[config.mk]
export PLATFORM = sky130hd
export DESIGN_NAME = ueprx_ctrl
export DESIGN_NICKNAME = d
export VERILOG_FILES = /design/src/rtl/ueprx_pkg.sv /design/src/rtl/ueprx_mem.sv /design/src/rtl/ueprx_buf2.sv /design/src/rtl/ueprx_ctrl.sv
export VERILOG_INCLUDE_DIRS = /design/src /design/src/rtl
export SDC_FILE = /design/constraint.sdc
export NUM_CORES = 1
export LEC_CHECK = 0
export ABC_AREA = 1
export ABC_CLOCK_PERIOD_IN_PS = 5500
export BUFFER_PORTS_ARGS = -buffer_cell sky130_fd_sc_hd__buf_4
export CAP_MARGIN = 20
export CORE_MARGIN = 4
export CORE_UTILIZATION = 35
export CTS_BUF_LIST = sky130_fd_sc_hd__clkbuf_8 sky130_fd_sc_hd__clkbuf_16
export DETAILED_ROUTE_END_ITERATION = 10
export PLACE_DENSITY = 0.62
export SLEW_MARGIN = 20
export SYNTH_ARGS = -nofsm -noshare
export SYNTH_HDL_FRONTEND = slang
export SYNTH_SLANG_ARGS = --single-unit
export TNS_END_PERCENT = 30
[constraint.sdc]
create_clock -name pclk -period 5.5 [get_ports pclk]
set_input_delay 1.1 -clock pclk [delete_from_list [all_inputs] [get_ports pclk]]
set_output_delay 1.1 -clock pclk [all_outputs]
set_load 0.02 [all_outputs]
[src/rtl/ueprx_consts.svh]
// constants for the endpoint receive-arm / endpoint-one control block
// assumes: included by bare name from the design files and the bench top
`ifndef UEPRX_CONSTS_SVH
`define UEPRX_CONSTS_SVH
// printed offsets are register indexes; byte address is four times the index
`define UEPRX_IDX_RXC0   32'h5000_184e
`define UEPRX_IDX_EPC1   32'h5000_1850
`define UEPRX_IDX_TXD1   32'h5000_1852
`define UEPRX_ADR_MSB    13
`define UEPRX_ADR_LSB    2
`define UEPRX_IDX_W      12
`define UEPRX_RXC0_RST   16'h0000
`define UEPRX_EPC1_RST   16'h0000
`define UEPRX_RXC0_ARM   0
`define UEPRX_RXC0_IGNO  1
`define UEPRX_RXC0_IGNS  2
`define UEPRX_RXC0_FLSH  3
`define UEPRX_EPC1_STL   7
`define UEPRX_EPC1_ISO   5
`define UEPRX_EPC1_EN    4
`define UEPRX_EPC1_EPM   3
`define UEPRX_EPC1_EPL   0
`define UEPRX_BYTE_MSB   7
`define UEPRX_FIFO_DEPTH 7'h40
`define UEPRX_PTR_W      7
`define UEPRX_AW         6
`define UEPRX_PID_DATA0  8'hc3
`define UEPRX_PID_DATA1  8'h4b
`define UEPRX_CRC_INIT   16'hffff
`define UEPRX_CRC_POLY   16'ha001
`endif

[src/rtl/ueprx_pkg.sv]
// types shared by the endpoint control block and its helpers
// assumes: single clock pclk, all link-side inputs come from logic on pclk
`default_nettype none
package ueprx_pkg;
  typedef enum logic [1:0] {UEPRX_TOK_OUT, UEPRX_TOK_IN, UEPRX_TOK_SETUP} ueprx_pid_e;
  typedef enum logic [1:0] {UEPRX_HS_ACK, UEPRX_HS_NAK, UEPRX_HS_STALL} ueprx_hs_e;
  typedef struct packed {
    logic        psel;
    logic        penable;
    logic        pwrite;
    logic [31:0] paddr;
    logic [31:0] pwdata;
  } ueprx_apb_req_s;
  typedef struct packed {
    logic [31:0] prdata;
    logic        pready;
    logic        pslverr;
  } ueprx_apb_rsp_s;
  typedef struct packed {
    logic       valid;
    ueprx_pid_e pid;
    logic [6:0] addr;
    logic [3:0] ep;
  } ueprx_tok_s;
  typedef struct packed {
    logic valid;
    logic good;
  } ueprx_rxd_s;
  typedef struct packed {
    logic      valid;
    ueprx_hs_e code;
  } ueprx_hs_s;
  typedef struct packed {
    logic [7:0] data;
    logic       last;
  } ueprx_beat_s;
endpackage
`default_nettype wire

[src/rtl/ueprx_mem.sv]
// byte store of the endpoint-one transmit fifo, read data registered
// assumes: one write and one read address per cycle, same clock
`default_nettype none
`include "ueprx_consts.svh"
module ueprx_mem (
  input  wire logic                   pclk,
  input  wire logic                   we,
  input  wire logic [`UEPRX_AW-1:0]   waddr,
  input  wire logic [7:0]             wdata,
  input  wire logic [`UEPRX_AW-1:0]   raddr,
  output logic      [7:0]             rdata_ff
);
  logic [7:0] mem_ff [0:(1<<`UEPRX_AW)-1];

  always_ff @(posedge pclk) begin
    if (we) begin
      mem_ff[waddr] <= wdata;
    end
  end

  always_ff @(posedge pclk) begin
    rdata_ff <= mem_ff[raddr];
  end
endmodule
`default_nettype wire

[src/rtl/ueprx_buf2.sv]
// two-entry buffer with valid/ready on both sides
// assumes: the receiver may hold out_ready low for any time; nothing is lost
`default_nettype none
module ueprx_buf2
  import ueprx_pkg::*;
(
  input  wire logic                  pclk,
  input  wire logic                  presetn,
  input  wire logic                  in_valid,
  output logic                       in_ready,
  input  wire ueprx_pkg::ueprx_beat_s in_beat,
  output logic                       out_valid,
  input  wire logic                  out_ready,
  output ueprx_pkg::ueprx_beat_s     out_beat
);
  ueprx_beat_s ent_ff [0:1];
  logic        wp_ff;
  logic        rp_ff;
  logic [1:0]  cnt_ff;
  logic        push;
  logic        pop;

  assign in_ready  = (cnt_ff != 2'h2);
  assign out_valid = (cnt_ff != 2'h0);
  assign out_beat  = ent_ff[rp_ff];
  assign push      = in_valid & in_ready;
  assign pop       = out_valid & out_ready;

  always_ff @(posedge pclk or negedge presetn) begin
    if (!presetn) begin
      ent_ff[0] <= '0;
      ent_ff[1] <= '0;
    end else if (push) begin
      ent_ff[wp_ff] <= in_beat;
    end
  end

  always_ff @(posedge pclk or negedge presetn) begin
    if (!presetn) begin
      wp_ff  <= 1'b0;
      rp_ff  <= 1'b0;
      cnt_ff <= 2'h0;
    end else begin
      wp_ff  <= wp_ff ^ push;
      rp_ff  <= rp_ff ^ pop;
      cnt_ff <= cnt_ff + {1'b0, push} - {1'b0, pop};
    end
  end
endmodule
`default_nettype wire

[src/rtl/ueprx_ctrl.sv]
// control endpoint receive arm and endpoint-one configuration, apb slave
// assumes: token and data-end pulses come from a serial engine on pclk;
// the function address and fifo enables come from neighbouring registers
// Summary of operation
// - the control endpoint receive arm clears after each data packet received for an OUT and after an OUT is stalled.
// - a valid SETUP right after another SETUP with no other control-endpoint token between is dropped but acknowledged.
// - a SETUP that cannot be taken for any other reason gets no handshake.
// - with halt set, IN is stalled while the transmit fifo is enabled and OUT while the receive fifo is.
// - the halt bit never makes a SETUP token stall.
// - an isochronous endpoint never answers NAK when it is not ready.
// - when enabled, tokens match on both the endpoint number and the seven-bit device address.
// - when disabled, endpoint one ignores all tokens and answers nothing.
// - the endpoint number is a four-bit read/write field reset to zero.
// - firmware writes payload only; the block adds packet id and crc16 to the outgoing stream.
// - the transmit fifo port is write only, readable too in test mode.
//
// The APB register port was left to the implementer.
`default_nettype none
`include "ueprx_consts.svh"
module ueprx_ctrl
  import ueprx_pkg::*;
(
  input  wire logic                     pclk,
  input  wire logic                     presetn,
  input  wire ueprx_pkg::ueprx_apb_req_s apb_req,
  output ueprx_pkg::ueprx_apb_rsp_s     apb_rsp,
  input  wire logic                     test_mode,
  input  wire logic [6:0]               function_address_reg,
  input  wire ueprx_pkg::ueprx_tok_s    tok,
  input  wire ueprx_pkg::ueprx_rxd_s    rx_done,
  input  wire logic                     ep0_stall,
  input  wire logic                     ep0_fifo_busy,
  input  wire logic                     ep1_tx_fifo_en,
  input  wire logic                     ep1_rx_fifo_en,
  input  wire logic                     ep1_rx_full,
  input  wire logic                     ep1_host_ack,
  output ueprx_pkg::ueprx_hs_s          hs,
  output logic                          ep0_setup_take,
  output logic                          ep0_setup_drop,
  output logic                          ep0_flush,
  output logic                          tx_valid,
  input  wire logic                     tx_ready,
  output ueprx_pkg::ueprx_beat_s        tx_beat
);
  typedef enum logic [2:0] {CUR_NONE, CUR_OUT0, CUR_SETUP0, CUR_OUT1, CUR_SETUP1} ueprx_cur_e;
  typedef enum logic [2:0] {TX_IDLE, TX_PID, TX_DATA, TX_CRC_LO, TX_CRC_HI} ueprx_tx_e;
  localparam logic [15:0] RXC0_RST = `UEPRX_RXC0_RST;
  localparam logic [15:0] EPC1_RST = `UEPRX_EPC1_RST;

  function automatic logic reg_hit(input logic [31:0] addr, input logic [31:0] idx);
    reg_hit = (addr[`UEPRX_ADR_MSB:`UEPRX_ADR_LSB] == idx[`UEPRX_IDX_W-1:0]);
  endfunction

  // reflected crc16 over one byte, lsb first as it goes on the wire
  function automatic logic [15:0] crc_byte(input logic [15:0] crc, input logic [7:0] d);
    logic [15:0] c;
    c = crc ^ {8'h00, d};
    for (int i = 0; i < 8; i++) begin
      c = c[0] ? ((c >> 1) ^ `UEPRX_CRC_POLY) : (c >> 1);
    end
    crc_byte = c;
  endfunction

  logic        rx_arm_ff;
  logic        ign_out_ff;
  logic        ign_setup_ff;
  logic        flush_ff;
  logic        stall_ff;
  logic        iso_ff;
  logic        ep_en_ff;
  logic [3:0]  endpoint_number_field_ff;
  logic [31:0] prdata_ff;
  logic        pslverr_ff;
  ueprx_hs_s   hs_ff;
  ueprx_hs_s   nxt_hs;
  ueprx_cur_e  cur_ff;
  ueprx_cur_e  nxt_cur;
  logic        setup_seen_ff;
  logic        setup_rep_ff;
  logic        take_ff;
  logic        drop_ff;
  ueprx_tx_e   tx_st_ff;
  logic [`UEPRX_PTR_W-1:0] wr_ptr_ff;
  logic [`UEPRX_PTR_W-1:0] rd_ptr_ff;
  logic [`UEPRX_PTR_W-1:0] left_ff;
  logic [`UEPRX_PTR_W-1:0] fifo_cnt;
  logic        rd_wait_ff;
  logic [15:0] crc_ff;
  logic        toggle_ff;
  logic [7:0]  mem_rdata;
  logic        acc;
  logic        setup_ph;
  logic        wr_rxc0;
  logic        wr_epc1;
  logic        wr_txd1;
  logic        fifo_full;
  logic        push_fifo;
  logic        hit0;
  logic        hit1;
  logic        clr_arm;
  logic        set_take;
  logic        set_drop;
  logic        start_tx;
  ueprx_beat_s buf_beat;
  logic        buf_valid;
  logic        buf_ready;
  logic        buf_push;

  assign acc       = apb_req.psel & apb_req.penable;
  assign setup_ph  = apb_req.psel & ~apb_req.penable;
  assign wr_rxc0   = acc & apb_req.pwrite & reg_hit(apb_req.paddr, `UEPRX_IDX_RXC0);
  assign wr_epc1   = acc & apb_req.pwrite & reg_hit(apb_req.paddr, `UEPRX_IDX_EPC1);
  assign wr_txd1   = acc & apb_req.pwrite & reg_hit(apb_req.paddr, `UEPRX_IDX_TXD1);
  assign fifo_cnt  = wr_ptr_ff - rd_ptr_ff;
  assign fifo_full = (fifo_cnt == `UEPRX_FIFO_DEPTH);
  assign push_fifo = wr_txd1 & ~fifo_full;

  assign apb_rsp.pready  = 1'b1;
  assign apb_rsp.prdata  = prdata_ff;
  assign apb_rsp.pslverr = pslverr_ff & acc;
  assign hs              = hs_ff;
  assign ep0_setup_take  = take_ff;
  assign ep0_setup_drop  = drop_ff;
  assign ep0_flush       = flush_ff;

  // read data captured in the setup phase so prdata is a flop in the access phase
  always_ff @(posedge pclk or negedge presetn) begin
    if (!presetn) begin
      prdata_ff  <= 32'h0000_0000;
      pslverr_ff <= 1'b0;
    end else if (setup_ph) begin
      prdata_ff  <= 32'h0000_0000;
      pslverr_ff <= 1'b0;
      if (reg_hit(apb_req.paddr, `UEPRX_IDX_RXC0)) begin
        prdata_ff[`UEPRX_RXC0_ARM]  <= rx_arm_ff;
        prdata_ff[`UEPRX_RXC0_IGNO] <= ign_out_ff;
        prdata_ff[`UEPRX_RXC0_IGNS] <= ign_setup_ff;
      end else if (reg_hit(apb_req.paddr, `UEPRX_IDX_EPC1)) begin
        prdata_ff[`UEPRX_EPC1_STL] <= stall_ff;
        prdata_ff[`UEPRX_EPC1_ISO] <= iso_ff;
        prdata_ff[`UEPRX_EPC1_EN]  <= ep_en_ff;
        prdata_ff[`UEPRX_EPC1_EPM:`UEPRX_EPC1_EPL] <= endpoint_number_field_ff;
      end else if (reg_hit(apb_req.paddr, `UEPRX_IDX_TXD1)) begin
        if (test_mode) begin
          prdata_ff[`UEPRX_BYTE_MSB:0] <= mem_rdata;
        end
      end else begin
        pslverr_ff <= 1'b1;
      end
    end
  end

  always_ff @(posedge pclk or negedge presetn) begin
    if (!presetn) begin
      rx_arm_ff    <= RXC0_RST[`UEPRX_RXC0_ARM];
      ign_out_ff   <= RXC0_RST[`UEPRX_RXC0_IGNO];
      ign_setup_ff <= RXC0_RST[`UEPRX_RXC0_IGNS];
    end else begin
      // auto clear arm; a firmware arm in the same cycle wins
      if (clr_arm) begin
        rx_arm_ff <= 1'b0;
      end
      if (wr_rxc0) begin
        if (apb_req.pwdata[`UEPRX_RXC0_ARM]) begin
          rx_arm_ff <= 1'b1;
        end else if (!clr_arm) begin
          rx_arm_ff <= 1'b0;
        end
        ign_out_ff   <= apb_req.pwdata[`UEPRX_RXC0_IGNO];
        ign_setup_ff <= apb_req.pwdata[`UEPRX_RXC0_IGNS];
      end
    end
  end

  // flush reads back zero: it is a one-cycle pulse to the fifo logic
  always_ff @(posedge pclk or negedge presetn) begin
    if (!presetn) begin
      flush_ff <= RXC0_RST[`UEPRX_RXC0_FLSH];
    end else begin
      flush_ff <= wr_rxc0 & apb_req.pwdata[`UEPRX_RXC0_FLSH];
    end
  end

  always_ff @(posedge pclk or negedge presetn) begin
    if (!presetn) begin
      stall_ff <= EPC1_RST[`UEPRX_EPC1_STL];
      iso_ff   <= EPC1_RST[`UEPRX_EPC1_ISO];
      ep_en_ff <= EPC1_RST[`UEPRX_EPC1_EN];
      endpoint_number_field_ff <= EPC1_RST[`UEPRX_EPC1_EPM:`UEPRX_EPC1_EPL];
    end else if (wr_epc1) begin
      stall_ff <= apb_req.pwdata[`UEPRX_EPC1_STL];
      iso_ff   <= apb_req.pwdata[`UEPRX_EPC1_ISO];
      ep_en_ff <= apb_req.pwdata[`UEPRX_EPC1_EN];
      endpoint_number_field_ff <= apb_req.pwdata[`UEPRX_EPC1_EPM:`UEPRX_EPC1_EPL];
    end
  end

  assign hit0 = (tok.addr == function_address_reg) && (tok.ep == 4'h0);
  assign hit1 = ep_en_ff && (tok.addr == function_address_reg) &&
                (tok.ep == endpoint_number_field_ff);

  always_comb begin
    nxt_hs   = '0;
    nxt_hs.code = UEPRX_HS_ACK;
    nxt_cur  = cur_ff;
    clr_arm  = 1'b0;
    set_take = 1'b0;
    set_drop = 1'b0;
    start_tx = 1'b0;
    if (tok.valid) begin
      nxt_cur = CUR_NONE;
      if (hit0) begin
        case (tok.pid)
          UEPRX_TOK_SETUP: begin
            if (!ign_setup_ff) begin
              nxt_cur = CUR_SETUP0;
            end
          end
          UEPRX_TOK_OUT: begin
            if (!ign_out_ff) begin
              if (ep0_stall) begin
                nxt_hs.valid = 1'b1;
                nxt_hs.code  = UEPRX_HS_STALL;
                clr_arm      = 1'b1;
              end else if (!rx_arm_ff) begin
                nxt_hs.valid = 1'b1;
                nxt_hs.code  = UEPRX_HS_NAK;
              end else begin
                nxt_cur = CUR_OUT0;
              end
            end
          end
          default: begin
          end
        endcase
      end else if (hit1) begin
        case (tok.pid)
          UEPRX_TOK_SETUP: begin
            nxt_cur = CUR_SETUP1;
          end
          UEPRX_TOK_OUT: begin
            if (stall_ff && ep1_rx_fifo_en) begin
              nxt_hs.valid = 1'b1;
              nxt_hs.code  = UEPRX_HS_STALL;
            end else if (ep1_rx_full) begin
              nxt_hs.valid = ~iso_ff;
              nxt_hs.code  = UEPRX_HS_NAK;
            end else begin
              nxt_cur = CUR_OUT1;
            end
          end
          UEPRX_TOK_IN: begin
            if (stall_ff && ep1_tx_fifo_en) begin
              nxt_hs.valid = 1'b1;
              nxt_hs.code  = UEPRX_HS_STALL;
            end else if (fifo_cnt == '0 || tx_st_ff != TX_IDLE) begin
              nxt_hs.valid = ~iso_ff;
              nxt_hs.code  = UEPRX_HS_NAK;
            end else begin
              start_tx = 1'b1;
            end
          end
          default: begin
          end
        endcase
      end
    end else if (rx_done.valid) begin
      nxt_cur = CUR_NONE;
      case (cur_ff)
        CUR_OUT0: begin
          clr_arm      = 1'b1;
          nxt_hs.valid = rx_done.good;
        end
        CUR_SETUP0: begin
          if (rx_done.good && setup_rep_ff) begin
            nxt_hs.valid = 1'b1;
            set_drop     = 1'b1;
          end else if (rx_done.good && !ep0_fifo_busy) begin
            nxt_hs.valid = 1'b1;
            set_take     = 1'b1;
          end
        end
        CUR_OUT1: begin
          nxt_hs.valid = rx_done.good & ~iso_ff;
        end
        CUR_SETUP1: begin
          nxt_hs.valid = rx_done.good;
        end
        default: begin
        end
      endcase
    end
  end

  always_ff @(posedge pclk or negedge presetn) begin
    if (!presetn) begin
      hs_ff   <= '0;
      cur_ff  <= CUR_NONE;
      take_ff <= 1'b0;
      drop_ff <= 1'b0;
    end else begin
      hs_ff   <= nxt_hs;
      cur_ff  <= nxt_cur;
      take_ff <= set_take;
      drop_ff <= set_drop;
    end
  end

  // a setup marks the control endpoint until any other token reaches it
  always_ff @(posedge pclk or negedge presetn) begin
    if (!presetn) begin
      setup_seen_ff <= 1'b0;
      setup_rep_ff  <= 1'b0;
    end else if (tok.valid && hit0) begin
      setup_seen_ff <= (tok.pid == UEPRX_TOK_SETUP);
      setup_rep_ff  <= setup_seen_ff;
    end
  end

  always_ff @(posedge pclk or negedge presetn) begin
    if (!presetn) begin
      wr_ptr_ff <= '0;
    end else if (push_fifo) begin
      wr_ptr_ff <= wr_ptr_ff + 1'b1;
    end
  end

  // payload from firmware, pid and crc added here
  always_comb begin
    buf_beat = '0;
    case (tx_st_ff)
      TX_PID: begin
        buf_beat.data = toggle_ff ? `UEPRX_PID_DATA1 : `UEPRX_PID_DATA0;
      end
      TX_DATA: begin
        buf_beat.data = mem_rdata;
      end
      TX_CRC_LO: begin
        buf_beat.data = ~crc_ff[7:0];
      end
      TX_CRC_HI: begin
        buf_beat.data = ~crc_ff[15:8];
        buf_beat.last = 1'b1;
      end
      default: begin
      end
    endcase
  end

  // the store answers one cycle after the pointer moves, hence the wait bubble
  assign buf_valid = (tx_st_ff != TX_IDLE) && !(tx_st_ff == TX_DATA && rd_wait_ff);
  assign buf_push  = buf_valid & buf_ready;

  always_ff @(posedge pclk or negedge presetn) begin
    if (!presetn) begin
      tx_st_ff   <= TX_IDLE;
      rd_ptr_ff  <= '0;
      left_ff    <= '0;
      rd_wait_ff <= 1'b0;
      crc_ff     <= `UEPRX_CRC_INIT;
    end else begin
      rd_wait_ff <= 1'b0;
      case (tx_st_ff)
        TX_IDLE: begin
          if (start_tx) begin
            tx_st_ff <= TX_PID;
            left_ff  <= fifo_cnt;
            crc_ff   <= `UEPRX_CRC_INIT;
          end
        end
        TX_PID: begin
          if (buf_push) begin
            tx_st_ff <= TX_DATA;
          end
        end
        TX_DATA: begin
          if (buf_push) begin
            rd_ptr_ff  <= rd_ptr_ff + 1'b1;
            left_ff    <= left_ff - 1'b1;
            rd_wait_ff <= 1'b1;
            crc_ff     <= crc_byte(crc_ff, mem_rdata);
            if (left_ff == 7'h01) begin
              tx_st_ff <= TX_CRC_LO;
            end
          end
        end
        TX_CRC_LO: begin
          if (buf_push) begin
            tx_st_ff <= TX_CRC_HI;
          end
        end
        TX_CRC_HI: begin
          if (buf_push) begin
            tx_st_ff <= TX_IDLE;
          end
        end
        default: begin
          tx_st_ff <= TX_IDLE;
        end
      endcase
    end
  end

  // isochronous packets always go out as data0
  always_ff @(posedge pclk or negedge presetn) begin
    if (!presetn) begin
      toggle_ff <= 1'b0;
    end else if (iso_ff) begin
      toggle_ff <= 1'b0;
    end else if (ep1_host_ack) begin
      toggle_ff <= ~toggle_ff;
    end
  end

  ueprx_mem u_mem (
    .pclk     (pclk),
    .we       (push_fifo),
    .waddr    (wr_ptr_ff[`UEPRX_AW-1:0]),
    .wdata    (apb_req.pwdata[`UEPRX_BYTE_MSB:0]),
    .raddr    (rd_ptr_ff[`UEPRX_AW-1:0]),
    .rdata_ff (mem_rdata)
  );

  ueprx_buf2 u_buf (
    .pclk      (pclk),
    .presetn   (presetn),
    .in_valid  (buf_valid),
    .in_ready  (buf_ready),
    .in_beat   (buf_beat),
    .out_valid (tx_valid),
    .out_ready (tx_ready),
    .out_beat  (tx_beat)
  );
endmodule
`default_nettype wire

==> flow_metrics.env, run 1 <==
export IMPL_io_pins=150
export IMPL_hp_start="setup_rep_ff"
export IMPL_cts_reportedPaths_clkPinSlew_ps=70
export IMPL_maxCapViolCount=0
export IMPL_grt_pass1_wl_um=100300
export IMPL_routed_wl_um=65650
export IMPL_syn_avg_cell_area_um2=11.42
export IMPL_hp_class="reg -> reg"
export IMPL_die_height_um=282.1
export IMPL_cp_max_fo=13
export IMPL_rsz0062_at_grt="false"
export IMPL_fin_nets=2456
export IMPL_dp_hpwl_um=40490
export IMPL_cts_buffers=60
export IMPL_final_hold_violation_count=0
export IMPL_ys_types=53
export IMPL_fmax_mhz=262.2
export IMPL_worstPathRequired_ps=5750
export IMPL_yosysSeqAreaShare=0.6812
export IMPL_rows=100
export IMPL_start_kind="flip-flop"
export IMPL_drv_slew=0
export IMPL_whs_endpoint="ep0_setup_take"
export IMPL_root_buffer="clkbuf_16"
export IMPL_syn_to_final_growth_pct=12.35
export IMPL_num_vias=17700
export IMPL_synthTopCellsByCount="edfxtp_1 (512), nor2_1 (380), nand2_1 (304), o21ai_0 (301), inv_1 (109)"
export IMPL_status="finished, final reports clean"
export IMPL_drive_above_1_share=0.1045
export IMPL_synth_edff_count=512
export IMPL_tightest_slew_ps=937.0
export IMPL_async_reset_ff_frac=0.1531
export IMPL_antenna_diode_count=0
export IMPL_multi_input_area_mm2=0.007297
export IMPL_cts_tree="built"
export IMPL_grt_pass1_vias=17230
export IMPL_clockBufferDepth=3
export IMPL_cts_sinks=614
export IMPL_core_mm2=0.07445
export IMPL_syn_inst=2303
export IMPL_yosys_area_top_type_share=0.5848
export IMPL_post_cts_buffers=0
export IMPL_cts_resized=0
export IMPL_die_area_mm2=0.07956
export IMPL_yosys_top_cells_area="edfxtp_1 (58%), dfrtp_1 (7.4%), o21ai_0 (5.7%)"
export IMPL_firstDrtPassIters=6
export IMPL_cts_hold_buffers=0
export IMPL_grt_overflow_total=0
export IMPL_ant_nets=0
export IMPL_post_drt_wl_per_cell_um=19.53
export IMPL_numPortBuffers=80
export IMPL_seqCellArea_mm2=0.01791
export IMPL_skew_ps=33.64
export IMPL_hold_ws_ps=428.3
export IMPL_yosysMostFrequentCell="edfxtp_1"
export IMPL_r2r_cells=16
export IMPL_fin_setup_tns_ps=0
export IMPL_nFillCells=6958
export IMPL_netlist_area_mm2=0.02629
export IMPL_dominantRegCellSynth="edfxtp_1"
export IMPL_power_leakage_nw=10.55
export IMPL_grt_max_degree=107
export IMPL_htreeDepth=2
export IMPL_placed_cell_area_mm2=0.02761
export IMPL_synth_seq_cells=614
export IMPL_min_period_over_period=0.6934
export IMPL_ir_drop_v=0.0002189
export IMPL_r2r_slack_ps=1690
export IMPL_power_density_mw_per_mm2=342.1
export IMPL_slew_headroom=0.3719
export IMPL_rr_endpoint="u_mem.mem_ff[19][5]"
export IMPL_arrival_ps=4060
export IMPL_drt_iter0_markers=1904
export IMPL_fp_dieW_um=282.1
export IMPL_reg2reg_from="rd_ptr_ff[4]"
export IMPL_critical_path_class="reg -> reg"
export IMPL_cp_end_kind="flip-flop"
export IMPL_start_util=0.3531
export IMPL_antenna_found_initial=0
export IMPL_clock_latency_ps=630
export IMPL_synth_largest_area_cell="edfxtp_1"
export IMPL_drc=0
export IMPL_setup_viol=0
export IMPL_gr_usage_all_layers=0.1611
export IMPL_hold_depth=1
export IMPL_globalplace_congestion=0.8632
export IMPL_yosysWarningCount=0
export IMPL_fin_area_mm2=0.02954
export IMPL_min_period_ps=3814
export IMPL_routed_via_density=5.266
## layout make-up
type	instances	area share
sequential	614	0.6065
multi-input combinational	1451	0.2471
clock buffer	61	0.05168
tap	969	0.04105
timing repair buffer	96	0.02482
inverter	118	0.01517
clock inverter	53	0.01368
## metal layers
metal	track usage	share of wire
met5	0	0
met4	0.05430	0.031
met3	0.02938	0.073
met2	0.2535	0.46
met1	0.2266	0.44
## stage by stage
stage | setup WS [ps] | power, W | cells | utilization
finish | 1686 | 0.01011 | 3362 | 0.3967
global placement | 1707 | 0.006152 | 3248 | 0.3708
detailed placement | 1652 | 0.006186 | 3248 | 0.3708
global route | 1457 | 0.01050 | 3362 | 0.3967
floorplan | 2535 | 0.005916 | 2326 | -
CTS | 1720 | 0.01018 | 3362 | 0.3967
## placed cells by master, fill, tap and decap left out, drive strengths merged, types with 2 or more instances in the layout
cell,Yosys,final
a21oi,31,31
a31oi,6,6
buf,73,96
bufinv,0,5
clkbuf,70,61
clkinv,4,38
clkinvlp,0,4
conb,2,25
dfrtp,78,78
dfstp,16,16
dfxtp,8,8
edfxtp,512,512
ha,14,14
inv,114,124
mux2,3,3
nand2,314,314
nand3,96,96
nand3b,3,3
nand4,24,24
nor2,387,387
nor3,14,14
nor4,4,4
o2111ai,2,2
o211ai,19,19
o21ai,328,328
o221ai,51,51
o22ai,84,84
o31ai,5,5
xnor2,17,17
xor2,16,16
## state kept, by name, summed over array words and instances, names as in the netlist, 7 cells and up
register	cells
crc_ff	16
left_ff	7
prdata_ff	8
rd_ptr_ff	7
u_buf.ent_ff	18
u_mem.mem_ff	512
u_mem.rdata_ff	8
wr_ptr_ff	7
## critical path: stages, from the launching register on
cell     delay (ps)
dfrtp_1         370
buf_4           200
inv_1           460
ha_1            410
nand2_1         100
inv_1            50
nand3_1          90
nand3_1          70
nand2_1          60
nand2_1          70
inv_1            80
nor2_2           50
nand2_4         100
nand2_4         110
nor2_8          200
nand3_4         260
nor2_1          720
## kinds of logic (layout without fill, tap and decap cells)
| group | Yosys count | count (layout) | share of synthesized area |
|---|---|---|---|
| xor+xnor | 33 | 33 | 0.01128 |
| fa+ha+maj | 15 | 15 | 0.007425 |
| mux | 3 | 3 | 0.001285 |
| other cells | 2 | 25 | 0.0002857 |
| flops | 614 | 614 | 0.6812 |
| compound gates | 532 | 532 | 0.1171 |
| simple gates | 843 | 843 | 0.1368 |
| buf+inv | 261 | 328 | 0.04464 |
## where the power goes
part	leakage (nW)	internal, W	switching, W	total, W
Clock	0.977	0.00225	0.00177	0.00402
Sequential	5.83	0.00517	0.0000869	0.00526
Combinational	3.74	0.000271	0.000551	0.000823
Total	10.5	0.00769	0.00241	0.0101
## how the worst max path moves through the flow
stage / start / end / slack, ps / cells after the start
2_1_floorplan: rd_ptr_ff[1] / u_mem.mem_ff[41][0] / 2540 / 16
3_3_place_gp: apb_req[41] / u_mem.mem_ff[14][5] / 1710 / 10
3_5_place_dp: apb_req[41] / u_mem.mem_ff[16][1] / 1650 / 10
4_1_cts: rd_ptr_ff[4] / u_mem.mem_ff[61][2] / 1720 / 16
5_1_grt: rd_ptr_ff[4] / u_mem.mem_ff[61][2] / 1460 / 16
6_report: rd_ptr_ff[4] / u_mem.mem_ff[19][5] / 1690 / 16
Note: power is estimated with default switching activity, not from simulation.
==> run 2: changes to the inputs <==
--- a/config.mk
+++ b/config.mk
@@ -7,7 +7,7 @@
 export NUM_CORES = 1
 export LEC_CHECK = 0
 export ABC_AREA = 1
-export ABC_CLOCK_PERIOD_IN_PS = 5500
+export ABC_CLOCK_PERIOD_IN_PS = 3700
 export BUFFER_PORTS_ARGS = -buffer_cell sky130_fd_sc_hd__buf_4
 export CAP_MARGIN = 20
 export CORE_MARGIN = 4
==> constraint.sdc (replaced) <==
create_clock -name pclk -period 3.7 [get_ports pclk]
set_input_delay 0.74 -clock pclk [delete_from_list [all_inputs] [get_ports pclk]]
set_output_delay 0.74 -clock pclk [all_outputs]
set_load 0.02 [all_outputs]
==> run 2 against run 1 <==
  * Die area unchanged
  * Non-clock buffer count up 74
  * Core utilization rose by 0.84 points
  * Critical path depth is 1 lower
  * Final area up 2.1%
  * First-iteration DRC count decreased by 3.8%
  * Setup slack worse by 1300 ps
  * Fmax is 14% higher
  * Sequential share of layout area decreased by 1.3 points
  * Clock skew shrank 5.5 ps
  * Clock power up 50%
  * Flip-flop and latch count did not move
  * Critical endpoint is now u_mem.mem_ff[11][2]
  * Largest cell class unchanged
  * Largest power group unchanged
==> flow_metrics.env, run 2 (synthesis gave the netlist of run 1 again) <==
export IMPL_status="finished, final reports clean"
export IMPL_cts_resized=0
export IMPL_rr_endpoint="u_mem.mem_ff[11][2]"
export IMPL_fin_nets=2530
export IMPL_hp_class="in -> async"
export IMPL_cp_max_fo=8
export IMPL_tightest_slew_ps=954.6
export IMPL_start_kind="flip-flop"
export IMPL_rsz0062_at_grt="false"
export IMPL_post_cts_buffers=0
export IMPL_routed_via_density=5.246
export IMPL_internal_power_w=0.01145
export IMPL_maxCapViolCount=0
export IMPL_fin_ws_ps=361.2
export IMPL_start_util=0.3531
export IMPL_cpPeakStageDelay_ps=470
export IMPL_min_period_over_period=0.9024
export IMPL_numPortBuffers=80
export IMPL_critical_path_class="reg -> reg"
export IMPL_io_pins=150
export IMPL_drive_above_1_share=0.1308
export IMPL_drv_slew=0
export IMPL_drc=0
export IMPL_grt_pass1_wl_um=101400
export IMPL_power_frac_seq=0.519
export IMPL_ant_nets=0
export IMPL_grt_overflow_total=0
export IMPL_min_period_ps=3339
export IMPL_largest_reg_flops=512
export IMPL_p_clk_frac=0.399
export IMPL_r2r_slack_ps=360
export IMPL_syn_to_final_growth_pct=14.74
export IMPL_mostFrequentLayoutCell="edfxtp_1"
export IMPL_fmax_mhz=299.5
export IMPL_routed_wl_um=67150
export IMPL_swShare=0.2396
export IMPL_dp_hpwl_um=41110
export IMPL_arrival_ps=3680
export IMPL_reg_top3="u_mem.mem_ff: 512 flops, u_buf.ent_ff: 18 flops, crc_ff: 16 flops"
export IMPL_die_height_um=282.1
export IMPL_r2r_cells=15
export IMPL_crit_path_cell_trace="inv_1, ha_1, fa_1, inv_1, nand3_1, nand4_1, nand2_1, inv_1, nor2_2, nand2_4, nand2_4, nor2_8, nand3_4, nor2_1, buf_4"
export IMPL_root_buffer="clkbuf_16"
export IMPL_cp_end_kind="flip-flop"
export IMPL_reg2reg_from="wr_ptr_ff[0]"
export IMPL_firstDrtPassIters=8
export IMPL_power_switching_w=0.003610
export IMPL_antenna_found_initial=0
export IMPL_power_frac_comb=0.082
export IMPL_post_drt_wl_per_cell_um=19.57
export IMPL_grt_pass1_vias=17280
export IMPL_cts_sinks=614
export IMPL_skew_ps=28.18
export IMPL_cts_hold_buffers=0
export IMPL_clock_latency_ps=640
export IMPL_worstPathRequired_ps=4040
export IMPL_globalplace_congestion=0.8565
export IMPL_setup_viol=0
export IMPL_dp_slack_ps=376.7
export IMPL_cts_tree="built"
export IMPL_cts_reportedPaths_clkPinSlew_ps=60
export IMPL_ir_drop_v=0.0003609
export IMPL_critPathMostFrequentCell="inv_1"
export IMPL_drt_iter0_markers=1832
export IMPL_regMostFlops="u_mem.mem_ff"
export IMPL_cts_buffers=60
export IMPL_gr_usage_all_layers=0.1630
export IMPL_clockBufferDepth=3
export IMPL_final_hold_violation_count=0
export IMPL_grt_max_degree=124
export IMPL_fp_dieW_um=282.1
export IMPL_core_mm2=0.07445
export IMPL_rows=100
export IMPL_die_area_mm2=0.07956
export IMPL_layout_common_cells="edfxtp_1 (512), nor2_1 (379), nand2_1 (304), o21ai_0 (301), buf_4 (164)"
export IMPL_slew_headroom=0.3636
export IMPL_antenna_diode_count=0
export IMPL_power_leakage_nw=10.97
export IMPL_power_density_mw_per_mm2=499.4
export IMPL_slowest_stage="dfrtp_1"
export IMPL_fin_setup_tns_ps=0
export IMPL_htreeDepth=2
export IMPL_num_vias=18000
run 2: cell types whose count changed in the layout (fill, tap and decap cells not counted), moves of 2 or more:
cell      change
buf_4        +69
clkinv_4      +3
inv_16        +2
clkinv_2      -5
clkinv_1      -4
buf_12        +5
clkbuf_8      +2
run 2: power by group through the flow:
| stage | Combinational, W | Clock [W] | Sequential (W) |
|---|---|---|---|
| 6_report | 0.00123 | 0.00601 | 0.00782 |
| 2_1_floorplan | 0.000875 | 0 | 0.00792 |
| 5_1_grt | 0.00138 | 0.00641 | 0.00784 |
| 4_1_cts | 0.00124 | 0.00613 | 0.00782 |
| 3_5_place_dp | 0.00123 | 0 | 0.00797 |
| 3_3_place_gp | 0.00118 | 0 | 0.00796 |
run 2: metal layers:
metal,part of all wire,track usage
met5,0,0
met4,0.029,0.05107
met3,0.073,0.02715
met2,0.46,0.2597
met1,0.44,0.2299
run 2: worst max path at each step:
stage            startpoint  slack, ps  depth (start not counted)             endpoint
2_1_floorplan  rd_ptr_ff[1]        740                         16  u_mem.mem_ff[41][0]
3_3_place_gp    apb_req[41]        440                         11   u_mem.mem_ff[9][3]
3_5_place_dp   wr_ptr_ff[0]        380                         15   u_mem.mem_ff[9][4]
4_1_cts        wr_ptr_ff[0]        360                         15  u_mem.mem_ff[11][2]
5_1_grt        wr_ptr_ff[0]         80                         15  u_mem.mem_ff[11][4]
6_report       wr_ptr_ff[0]        360                         15  u_mem.mem_ff[11][2]
run 2: critical path: cells and delay by family, from the launching register on:
family                   cells  cell delay (ps)
AND/OR/NAND/NOR              9             1290
adder cells (fa/ha/maj)      2              670
buffers and inverters        4              600
flip-flops                   1              470
run 2: final cells by class:
| type | count | area (um^2) |
|---|---|---|
| clock inverters | 47 | 411.6 |
| fillers | 7031 | 44280 |
| well taps | 969 | 1212 |
| repair buffers | 170 | 1351 |
| inverters | 118 | 447.9 |
| multi-input cells | 1451 | 7297 |
| flip-flops and latches | 614 | 17910 |
| clock buffers | 62 | 1529 |
run 2: per-stage QoR:
stage | util | cell area (um^2) | hold slack [ps] | std cells | total power [W]
after global placement | 0.3791 | 28220 | 418.5 | 3322 | 0.009140
after CTS | 0.4052 | 30160 | 229.2 | 3431 | 0.01519
after floorplan | - | 26380 | 409.1 | 2326 | 0.008795
after global routing | 0.4052 | 30160 | 247.6 | 3431 | 0.01564
final | 0.4052 | 30160 | 260.8 | 3431 | 0.01506
after detailed placement | 0.3791 | 28220 | 429.7 | 3322 | 0.009197
